<file path="config.mk">
export PLATFORM = sky130hd
export DESIGN_NAME = periodic_tick_unit
export DESIGN_NICKNAME = d
export VERILOG_FILES = /design/src/rtl/tick_pkg.sv /design/src/rtl/regbus_if.sv /design/src/rtl/apb_reg_port.sv /design/src/rtl/tick_divider.sv /design/src/rtl/periodic_tick_unit.sv
export SDC_FILE = /design/constraint.sdc
export NUM_CORES = 1
export LEC_CHECK = 0
export BUFFER_PORTS_ARGS = -buffer_cell sky130_fd_sc_hd__buf_2
export CAP_MARGIN = 15
export CORE_MARGIN = 5
export CORE_UTILIZATION = 53
export DETAILED_ROUTE_END_ITERATION = 8
export MAX_ROUTING_LAYER = met4
export PLACE_DENSITY = 0.94
export SYNTH_ARGS = -nofsm -noshare
export SYNTH_HDL_FRONTEND = slang
export SYNTH_SLANG_ARGS = --single-unit
</file>
<file path="constraint.sdc">
create_clock -name clock -period 6.06 [get_ports clock]
set_input_delay 0.909 -clock clock [delete_from_list [all_inputs] [get_ports clock]]
set_output_delay 0.909 -clock clock [all_outputs]
set_load 0.03 [all_outputs]
</file>
<file path="src/rtl/tick_pkg.sv">
package tick_pkg;

    // Divider chain and rate taps
    localparam int STAGE_COUNT = 15;
    localparam int RATE_COUNT  = 8;
    localparam int RATE_WIDTH  = 3;
    localparam int OSC_HZ      = 32768;

    // Counter bit whose rising edge marks an event; ratio is 2 ** (bit + 1)
    localparam logic [3:0] TAP_BIT [0:RATE_COUNT-1] =
        '{4'hE, 4'hC, 4'hA, 4'h6, 4'h5, 4'h4, 4'h3, 4'h2};
    localparam int DIVIDE_RATIO [0:RATE_COUNT-1] =
        '{32768, 8192, 2048, 128, 64, 32, 16, 8};

    // Bus geometry
    localparam int DATA_WIDTH = 32;
    localparam int ADDR_WIDTH = 8;

    // Register byte offsets
    localparam logic [ADDR_WIDTH-1:0] CONTROL_OFFSET      = 8'h00;
    localparam logic [ADDR_WIDTH-1:0] EVENT_STATUS_OFFSET = 8'h04;
    localparam logic [ADDR_WIDTH-1:0] EVENT_MASK_OFFSET   = 8'h08;

    // Control register fields
    localparam int PEND_BIT   = 7;
    localparam int RATE_LSB   = 4;
    localparam int ACK_BIT    = 3;
    localparam int IRQEN_BIT  = 2;
    localparam int ENABLE_BIT = 1;

    // Reset values
    localparam logic [RATE_WIDTH-1:0] RATE_RESET  = 3'h0;
    localparam int                    EVENT_COUNT = 2;
    localparam logic [1:0]            EVENT_RESET = 2'h0;

    // Event bit positions in status and mask
    localparam int EV_TICK = 0;
    localparam int EV_WAKE = 1;

    // Bus slave phases
    typedef enum logic {
        PHASE_IDLE,
        PHASE_ACCESS
    } apb_phase_type;

endpackage

</file>
<file path="src/rtl/regbus_if.sv">
`timescale 1ns/1ps
interface regbus_if;
    import tick_pkg::*;

    logic [ADDR_WIDTH-1:0] regAddr;
    logic [DATA_WIDTH-1:0] writeData;
    logic                  writeFire;
    logic                  readFire;
    logic [DATA_WIDTH-1:0] readCaptured;
    logic [DATA_WIDTH-1:0] readValue;
    logic                  addrValid;
    logic                  accessBlocked;

    // Bus slave end
    modport bus_side (
        output regAddr, writeData, writeFire, readFire, readCaptured,
        input  readValue, addrValid, accessBlocked
    );

    // Register file end
    modport core_side (
        input  regAddr, writeData, writeFire, readFire, readCaptured,
        output readValue, addrValid, accessBlocked
    );
endinterface

</file>
<file path="src/rtl/apb_reg_port.sv">
`timescale 1ns/1ps
module apb_reg_port
    import tick_pkg::*;
(
    // Clock and reset
    input  wire logic                  clock,
    input  wire logic                  reset,
    // APB slave
    input  wire logic                  psel,
    input  wire logic                  penable,
    input  wire logic                  pwrite,
    input  wire logic [ADDR_WIDTH-1:0] paddr,
    input  wire logic [DATA_WIDTH-1:0] pwdata,
    output      logic [DATA_WIDTH-1:0] prdata,
    output      logic                  pready,
    output      logic                  pslverr,
    // Register file side
    regbus_if.bus_side                 bus
);
    apb_phase_type         phase_reg;
    logic [DATA_WIDTH-1:0] prdata_reg;
    logic                  pready_reg;
    logic                  pslverr_reg;
    logic                  completing;

    // Read data is captured in setup so it is stable through the access phase
    always_ff @(posedge clock or posedge reset) begin
        if (reset) begin
            phase_reg   <= PHASE_IDLE;
            prdata_reg  <= '0;
            pready_reg  <= 1'b0;
            pslverr_reg <= 1'b0;
        end else begin
            case (phase_reg)
                PHASE_IDLE: begin
                    if (psel && !penable) begin
                        phase_reg   <= PHASE_ACCESS;
                        pready_reg  <= 1'b1;
                        pslverr_reg <= !bus.addrValid || bus.accessBlocked;
                        prdata_reg  <= (bus.addrValid && !bus.accessBlocked && !pwrite)
                                       ? bus.readValue : '0;
                    end
                end
                PHASE_ACCESS: begin
                    if (completing || !psel) begin
                        phase_reg   <= PHASE_IDLE;
                        pready_reg  <= 1'b0;
                        pslverr_reg <= 1'b0;
                    end
                end
                default: begin
                    phase_reg  <= PHASE_IDLE;
                    pready_reg <= 1'b0;
                end
            endcase
        end
    end

    // Side effects happen only at the completing edge of an accepted transfer
    assign completing       = (phase_reg == PHASE_ACCESS) && psel && penable && pready_reg;
    assign bus.writeFire    = completing && pwrite && !pslverr_reg && !bus.accessBlocked;
    assign bus.readFire     = completing && !pwrite && !pslverr_reg;
    assign bus.regAddr      = paddr;
    assign bus.writeData    = pwdata;
    assign bus.readCaptured = prdata_reg;
    assign prdata           = prdata_reg;
    assign pready           = pready_reg;
    assign pslverr          = pslverr_reg;

    // Access whose setup phase falls in low power is refused with an error
    property p_blocked_err;
        @(posedge clock) disable iff (reset)
        (phase_reg == PHASE_IDLE && psel && !penable && bus.accessBlocked)
            |=> (pready_reg && pslverr_reg && prdata_reg == '0);
    endproperty
    a_blocked_err: assert property (p_blocked_err)
        else $error("blocked access not refused");
endmodule

</file>
<file path="src/rtl/tick_divider.sv">
`timescale 1ns/1ps
module tick_divider
    import tick_pkg::*;
#(
    parameter int STAGES = STAGE_COUNT
) (
    // Clock and reset
    input  wire logic                  clock,
    input  wire logic                  reset,
    // Control
    input  wire logic                  clear,
    input  wire logic                  advance,
    input  wire logic [RATE_WIDTH-1:0] rateSelect,
    // Event
    output      logic                  overflowPulse
);
    logic [STAGES-1:0]     count_reg;
    logic [STAGES-1:0]     countNext;
    logic [RATE_COUNT-1:0] tapRise;
    logic                  overflow_reg;

    // Refuse chains too short for the deepest tap
    if (STAGES < STAGE_COUNT) begin : g_bad_stages
        $error("tick_divider: STAGES below the deepest tap");
    end

    assign countNext = STAGES'(count_reg + 1'b1);

    // Rising edge of bit k-1 at ratio 2**k: first event after half a period
    for (genvar i = 0; i < RATE_COUNT; i++) begin : g_tap
        if (DIVIDE_RATIO[i] != (2 ** (int'(TAP_BIT[i]) + 1))) begin : g_bad_tap
            $error("tick_divider: tap table inconsistent");
        end
        assign tapRise[i] = !count_reg[TAP_BIT[i]] && countNext[TAP_BIT[i]];
    end

    // Fifteen-stage chain, held at zero while disabled
    always_ff @(posedge clock or posedge reset) begin
        if (reset) begin
            count_reg    <= '0;
            overflow_reg <= 1'b0;
        end else if (clear) begin
            count_reg    <= '0;
            overflow_reg <= 1'b0;
        end else if (advance) begin
            count_reg    <= countNext;
            overflow_reg <= tapRise[rateSelect];
        end else begin
            overflow_reg <= 1'b0;
        end
    end

    assign overflowPulse = overflow_reg;

    property p_clear_zero;
        @(posedge clock) disable iff (reset)
        clear |=> (count_reg == '0 && !overflow_reg);
    endproperty
    a_clear_zero: assert property (p_clear_zero)
        else $error("counter not held at zero");

    property p_halt_stable;
        @(posedge clock) disable iff (reset)
        (!clear && !advance) |=> ($stable(count_reg) && !overflow_reg);
    endproperty
    a_halt_stable: assert property (p_halt_stable)
        else $error("counter moved without an oscillator tick");
endmodule

</file>
<file path="src/rtl/periodic_tick_unit.sv">
// The implementer's own choices: the APB slave port and the register offsets.
`timescale 1ns/1ps
module periodic_tick_unit
    import tick_pkg::*;
(
    // Clock and reset
    input  wire logic                  clock,
    input  wire logic                  reset,
    // APB slave
    input  wire logic                  psel,
    input  wire logic                  penable,
    input  wire logic                  pwrite,
    input  wire logic [ADDR_WIDTH-1:0] paddr,
    input  wire logic [DATA_WIDTH-1:0] pwdata,
    output      logic [DATA_WIDTH-1:0] prdata,
    output      logic                  pready,
    output      logic                  pslverr,
    // Oscillator and low-power state
    input  wire logic                  crystalClock,
    input  wire logic                  waitMode,
    input  wire logic                  stopMode,
    input  wire logic                  oscRunInStop,
    // Interrupt
    output      logic                  irq
);
    regbus_if bus ();

    // Oscillator synchroniser and edge detector
    logic                   crystalSync1_reg;
    logic                   crystalSync2_reg;
    logic                   crystalLast_reg;
    logic                   crystalTick;

    // Control register state
    logic                   tickEnable_reg;
    logic                   tickIrqEnable_reg;
    logic [RATE_WIDTH-1:0]  rateSelect_reg;
    logic                   pendingFlag_reg;

    // Event status and mask
    logic [EVENT_COUNT-1:0] eventStatus_reg;
    logic [EVENT_COUNT-1:0] eventStatus_next;
    logic [EVENT_COUNT-1:0] eventMask_reg;
    logic [EVENT_COUNT-1:0] eventRaise;
    logic [EVENT_COUNT-1:0] statusReadClear;

    // Datapath glue
    logic                   halted;
    logic                   advance;
    logic                   overflowPulse;
    logic                   controlWrite;
    logic                   ackWrite;
    logic                   irq_reg;
    logic [DATA_WIDTH-1:0]  readValue;
    logic                   addrValid;

    apb_reg_port u_apb (
        .clock   (clock),
        .reset   (reset),
        .psel    (psel),
        .penable (penable),
        .pwrite  (pwrite),
        .paddr   (paddr),
        .pwdata  (pwdata),
        .prdata  (prdata),
        .pready  (pready),
        .pslverr (pslverr),
        .bus     (bus.bus_side)
    );

    // Two flops before anything looks at the oscillator level
    always_ff @(posedge clock or posedge reset) begin
        if (reset) begin
            crystalSync1_reg <= 1'b0;
            crystalSync2_reg <= 1'b0;
            crystalLast_reg  <= 1'b0;
        end else begin
            crystalSync1_reg <= crystalClock;
            crystalSync2_reg <= crystalSync1_reg;
            crystalLast_reg  <= crystalSync2_reg;
        end
    end

    // One bus cycle per oscillator rising edge; oscillator must be well below clock/2
    assign crystalTick = crystalSync2_reg && !crystalLast_reg;

    // Stop without a running oscillator freezes the chain; wait leaves it running
    assign halted  = stopMode && !oscRunInStop;
    assign advance = crystalTick && tickEnable_reg && !halted;

    tick_divider #(
        .STAGES (STAGE_COUNT)
    ) u_divider (
        .clock         (clock),
        .reset         (reset),
        .clear         (!tickEnable_reg),
        .advance       (advance),
        .rateSelect    (rateSelect_reg),
        .overflowPulse (overflowPulse)
    );

    // Write decode; the bus port already refuses writes in wait and stop
    assign controlWrite = bus.writeFire && (bus.regAddr == CONTROL_OFFSET);
    assign ackWrite     = controlWrite && bus.writeData[ACK_BIT];

    // Control fields; the rate is taken as written, even while enabled
    always_ff @(posedge clock or posedge reset) begin
        if (reset) begin
            tickEnable_reg    <= 1'b0;
            tickIrqEnable_reg <= 1'b0;
            rateSelect_reg    <= RATE_RESET;
        end else if (controlWrite) begin
            tickEnable_reg    <= bus.writeData[ENABLE_BIT];
            tickIrqEnable_reg <= bus.writeData[IRQEN_BIT];
            rateSelect_reg    <= bus.writeData[RATE_LSB +: RATE_WIDTH];
        end
    end

    // Pending flag: an overflow in the acknowledge cycle wins so no tick is lost
    always_ff @(posedge clock or posedge reset) begin
        if (reset) begin
            pendingFlag_reg <= 1'b0;
        end else if (overflowPulse) begin
            pendingFlag_reg <= 1'b1;
        end else if (ackWrite) begin
            pendingFlag_reg <= 1'b0;
        end
    end

    // Sticky events; only bits actually returned by the read are cleared
    assign eventRaise[EV_TICK] = overflowPulse;
    assign eventRaise[EV_WAKE] = overflowPulse && stopMode;
    assign statusReadClear     = (bus.readFire && bus.regAddr == EVENT_STATUS_OFFSET)
                                 ? bus.readCaptured[EVENT_COUNT-1:0] : '0;
    assign eventStatus_next    = (eventStatus_reg & ~statusReadClear) | eventRaise;

    always_ff @(posedge clock or posedge reset) begin
        if (reset) begin
            eventStatus_reg <= EVENT_RESET;
        end else begin
            eventStatus_reg <= eventStatus_next;
        end
    end

    // Event mask
    always_ff @(posedge clock or posedge reset) begin
        if (reset) begin
            eventMask_reg <= EVENT_RESET;
        end else if (bus.writeFire && bus.regAddr == EVENT_MASK_OFFSET) begin
            eventMask_reg <= bus.writeData[EVENT_COUNT-1:0];
        end
    end

    // Registered request trails its cause by one cycle, which keeps the pin glitch free
    always_ff @(posedge clock or posedge reset) begin
        if (reset) begin
            irq_reg <= 1'b0;
        end else begin
            irq_reg <= (pendingFlag_reg && tickIrqEnable_reg)
                       || (|(eventStatus_reg & eventMask_reg));
        end
    end

    assign irq = irq_reg;

    // Read mux; the acknowledge bit and unused bits read as zero
    always_comb begin
        readValue = '0;
        addrValid = 1'b0;
        case (bus.regAddr)
            CONTROL_OFFSET: begin
                addrValid                           = 1'b1;
                readValue[PEND_BIT]                 = pendingFlag_reg;
                readValue[RATE_LSB +: RATE_WIDTH]   = rateSelect_reg;
                readValue[IRQEN_BIT]                = tickIrqEnable_reg;
                readValue[ENABLE_BIT]               = tickEnable_reg;
            end
            EVENT_STATUS_OFFSET: begin
                addrValid                    = 1'b1;
                readValue[EVENT_COUNT-1:0]   = eventStatus_reg;
            end
            EVENT_MASK_OFFSET: begin
                addrValid                    = 1'b1;
                readValue[EVENT_COUNT-1:0]   = eventMask_reg;
            end
            default: begin
                addrValid = 1'b0;
            end
        endcase
    end

    assign bus.readValue     = readValue;
    assign bus.addrValid     = addrValid;
    assign bus.accessBlocked = waitMode || stopMode;

    // Checks
    property p_pend_set;
        @(posedge clock) disable iff (reset)
        overflowPulse |=> pendingFlag_reg;
    endproperty
    a_pend_set: assert property (p_pend_set)
        else $error("overflow did not set pending flag");

    property p_pend_hold;
        @(posedge clock) disable iff (reset)
        (pendingFlag_reg && !ackWrite) |=> pendingFlag_reg;
    endproperty
    a_pend_hold: assert property (p_pend_hold)
        else $error("pending flag dropped without acknowledge");

    property p_ack_clear;
        @(posedge clock) disable iff (reset)
        (ackWrite && !overflowPulse) |=> !pendingFlag_reg;
    endproperty
    a_ack_clear: assert property (p_ack_clear)
        else $error("acknowledge did not clear pending flag");

    property p_ack_reads_zero;
        @(posedge clock) disable iff (reset)
        (bus.readFire && bus.regAddr == CONTROL_OFFSET) |-> !bus.readCaptured[ACK_BIT];
    endproperty
    a_ack_reads_zero: assert property (p_ack_reads_zero)
        else $error("acknowledge bit read as one");

    property p_irq_follow;
        @(posedge clock) disable iff (reset)
        (pendingFlag_reg && tickIrqEnable_reg) |=> irq;
    endproperty
    a_irq_follow: assert property (p_irq_follow)
        else $error("interrupt not raised for enabled pending flag");

    property p_irq_quiet;
        @(posedge clock) disable iff (reset)
        (!tickIrqEnable_reg && (eventStatus_reg & eventMask_reg) == '0) |=> !irq;
    endproperty
    a_irq_quiet: assert property (p_irq_quiet)
        else $error("interrupt raised while disabled");

    property p_off_quiet;
        @(posedge clock) disable iff (reset)
        !tickEnable_reg |=> !overflowPulse;
    endproperty
    a_off_quiet: assert property (p_off_quiet)
        else $error("overflow while timebase disabled");

    property p_halt_quiet;
        @(posedge clock) disable iff (reset)
        halted |=> !overflowPulse;
    endproperty
    a_halt_quiet: assert property (p_halt_quiet)
        else $error("overflow in stop without oscillator");

    property p_synced_tick;
        @(posedge clock) disable iff (reset)
        overflowPulse |-> ($past(crystalSync2_reg) && !$past(crystalLast_reg));
    endproperty
    a_synced_tick: assert property (p_synced_tick)
        else $error("overflow not caused by a synchronised edge");

    c_overflow: cover property (@(posedge clock) disable iff (reset) overflowPulse);
    c_irq_rise: cover property (@(posedge clock) disable iff (reset) $rose(irq));
    c_ack_clear: cover property (@(posedge clock) disable iff (reset)
        pendingFlag_reg && ackWrite);
    c_stop_wake: cover property (@(posedge clock) disable iff (reset)
        overflowPulse && stopMode);
endmodule

</file>
==> insert_results.sql <==
INSERT INTO impl_metrics (metric_group, metric, value, unit) VALUES
('worst_hold_path', 'timing.hold.worst.class', 'flip-flop to flip-flop', ''),
('route', 'antenna_left', '0', ''),
('synth', 'avgSynthCellArea', '10.9', 'sq um'),
('setup_path', 'criticalPathCategory', 'flip-flop to flip-flop', ''),
('synth', 'yosys.area.top_type_share', '45.8', '%'),
('synth', 'yosys.cell_types.count', '39', ''),
('clock_network', 'cts.repair_timing.setup_buffer_count', '0', ''),
('floorplan', 'die-height', '74.2', 'um'),
('route', 'drt_first_iter_violations', '75', ''),
('setup_path', 'worstPathArrival', '2890', 'ps'),
('placement', 'hpwl', '3.23', 'mm'),
('floorplan', 'area_enclosed_by_the_die_boundary', '5510', 'sq um'),
('placement', 'numPortBuffers', '33', ''),
('placement', 'finalWeightedCongestion', '0.845', ''),
('synth', 'yosysMostFrequentCell', 'sky130_fd_sc_hd__dfrtp_1', ''),
('sta', 'fmax', '374', 'MHz'),
('setup_path', 'worst_path_required_time', '6280', 'ps'),
('layout', 'insertedDiodeCount', '0', ''),
('setup_path', 'timing.critical_path.fanout_max', '19', ''),
('layout', 'n_fill_cell', '353', ''),
('synth', 'yosysWarnings', '0', ''),
('grt', 'grt_overflow_total', '0', ''),
('synth', 'asyncSetResetFlopFracSynth', '100', '%'),
('clock_network', 'cts.hold.buffers_added', '0', ''),
('outcome', 'status', 'finished, final reports clean', ''),
('route', 'drt_drc_violations_left', '0', ''),
('layout', 'area_delta_synth_final', '9.62', '%'),
('floorplan', 'number_of_rows_created_at_floorplan', '23', ''),
('setup_path', 'timing.rr.start', 'tickEnable_reg', ''),
('setup_path', 'reg2reg_to', 'u_divider.count_reg[8]', ''),
('synth', 'synth_edf_count', '0', ''),
('setup_path', 'startpoint', 'tickEnable_reg', ''),
('synth', 'synth.top_cells.by_area', 'sky130_fd_sc_hd__dfrtp_1, sky130_fd_sc_hd__buf_4, sky130_fd_sc_hd__mux2i_1', ''),
('clock_network', 'root_driver', 'sky130_fd_sc_hd__clkbuf_8', ''),
('clock_network', 'clk-insertion-delay-late', '300', 'ps'),
('sta', 'fin_setup_tns', '0', 'ps'),
('sta', 'setup_ws', '3390', 'ps'),
('pwr', 'power.total', '514', 'uW'),
('route', 'drt-total-wl', '4.29', 'mm'),
('grt', 'first_global_vias', '1551', ''),
('pwr', 'leakage_component_of_the_power', '0.00122', 'uW'),
('placement', 'dp_worst_setup_slack', '3260', 'ps'),
('grt', 'grt_util_all_layers', '17.5', '%'),
('route', 'post_drt_via_cell_ratio', '5.37', ''),
('setup_path', 'reg2reg_depth', '4', ''),
('sta', 'min_period', '2670', 'ps'),
('grt', 'gr-max-usage-layer', 'met2', ''),
('pwr', 'p_per_area', '215', 'nW/um^2'),
('setup_path', 'startpoint_type', 'flip-flop', ''),
('layout', 'final_net_count', '295', ''),
('sta', 'finalSetupViolCount', '0', ''),
('floorplan', 'design.core.area', '4000', 'sq um'),
('floorplan', 'fp.dieW', '74.2', 'um'),
('clock_network', 'clock_sink_count', '40', ''),
('sta', 'final.setup_skew', '4.96', 'ps'),
('synth', 'synthTopCellsByCount', 'sky130_fd_sc_hd__dfrtp_1, sky130_fd_sc_hd__buf_4, sky130_fd_sc_hd__nand2_1, sky130_fd_sc_hd__mux2i_1, sky130_fd_sc_hd__inv_1', ''),
('route', 'routed-via-count', '1547', ''),
('grt', 'wire_length_of_the_first_global_routing_pass', '7.03', 'mm'),
('sta', 'timing_max_transition_violations_final', '0', ''),
('route', 'route.detailed.wl_per_inst', '14.9', 'um'),
('clock_network', 'cts_tree', 'built', ''),
('synth', 'postSynthRegisterBits', '40', ''),
('grt', 'groute.layer.met3.usage', '4.86', '%'),
('floorplan', 'design.portCount', '84', ''),
('setup_path', 'crit_path_end_kind', 'flip-flop', ''),
('synth', 'synth_largest_area_cell', 'sky130_fd_sc_hd__dfrtp_1', ''),
('grt', 'gr-usage-met2', '30.4', '%'),
('layout', 'largest_reg_flops', '15', ''),
('sta', 'fin_crit_sh', '44.1', '%'),
('sta', 'worst_slew_pin_tran', '1090', 'ps'),
('synth', 'synth_sequential_area_ratio', '45.8', '%');
[cell families (layout without fill, tap and decap cells)]
group / Yosys count / in the layout / share of synthesized area [%]
buffers and inverters: 41 / 54 / 11.6
muxes: 23 / 23 / 12.1
and+or+nand+nor: 65 / 65 / 17.8
other: 1 / 25 / 0.172
DFF: 40 / 40 / 45.8
AOI/OAI and AO/OA: 22 / 22 / 7.45
adders and majority gates: 9 / 9 / 5.15
[placed cells by master (no fill, tap or decap), types with 2 or more instances in the layout]
cell type,count
sky130_fd_sc_hd__dfrtp_1,40
sky130_fd_sc_hd__buf_2,33
sky130_fd_sc_hd__conb_1,25
sky130_fd_sc_hd__nand2_1,24
sky130_fd_sc_hd__mux2i_1,14
sky130_fd_sc_hd__inv_1,12
sky130_fd_sc_hd__ha_1,9
sky130_fd_sc_hd__and3_1,8
sky130_fd_sc_hd__mux2_2,7
sky130_fd_sc_hd__a22o_1,6
sky130_fd_sc_hd__clkbuf_8,6
sky130_fd_sc_hd__nor2_1,5
sky130_fd_sc_hd__nand3_1,5
sky130_fd_sc_hd__nand2b_1,4
sky130_fd_sc_hd__a21oi_1,4
sky130_fd_sc_hd__nor2b_1,3
sky130_fd_sc_hd__o21ai_0,3
sky130_fd_sc_hd__o41ai_1,3
sky130_fd_sc_hd__nand4_1,2
sky130_fd_sc_hd__a21boi_0,2
sky130_fd_sc_hd__nor3_1,2
sky130_fd_sc_hd__mux4_2,2
sky130_fd_sc_hd__clkinv_2,2
[final cells by class]
type	count	area (sq um)	area share (%)
clock inverters	2	10.0	0.418
clock buffers	6	82.6	3.45
well taps	50	62.6	2.61
inverters	12	45.0	1.88
multi-input cells	144	1020	42.6
flip-flops and latches	40	1000	41.8
repair buffers	34	173	7.21
[routing by layer]
metal	wire length, um	up-vias
li1	-	727
met1	1690	765
met2	2240	49
met3	309	6
met4	58	0
met5	0	-
[stage by stage]
step                hold WS (ps)  instances  util, %  instance area (sq um)
floorplan                    331        225        -                   2270
global placement             333        280     57.6                   2300
detailed placement           346        280     57.6                   2300
CTS                          364        288     59.9                   2390
global route                 378        288     59.9                   2390
finish                       360        288     59.9                   2390
[power by group]
| group | switching (uW) | internal [uW] | leakage (uW) |
|---|---|---|---|
| registers | 3.91 | 272 | 0.000538 |
| clock network | 92.8 | 90.8 | 0.0000510 |
| logic | 42.5 | 12.8 | 0.000632 |
[how the worst min path moves through the flow]
stage                     startpoint               end  slack, ps  cells past startpoint
finish              crystalSync1_reg  crystalSync2_reg        360                      0
global route        crystalSync1_reg  crystalSync2_reg        380                      0
CTS                 crystalSync1_reg  crystalSync2_reg        360                      0
detailed placement  crystalSync1_reg  crystalSync2_reg        350                      0
global placement    crystalSync1_reg  crystalSync2_reg        330                      0
floorplan           crystalSync1_reg  crystalSync2_reg        330                      0
[critical path, stage by stage, from the launching register on]
cell,delay [ps]
sky130_fd_sc_hd__dfrtp_1,740
sky130_fd_sc_hd__nand3b_1,290
sky130_fd_sc_hd__nor2_1,890
sky130_fd_sc_hd__or4b_1,500
sky130_fd_sc_hd__a21boi_0,170
(Power assumes the default switching activity.)
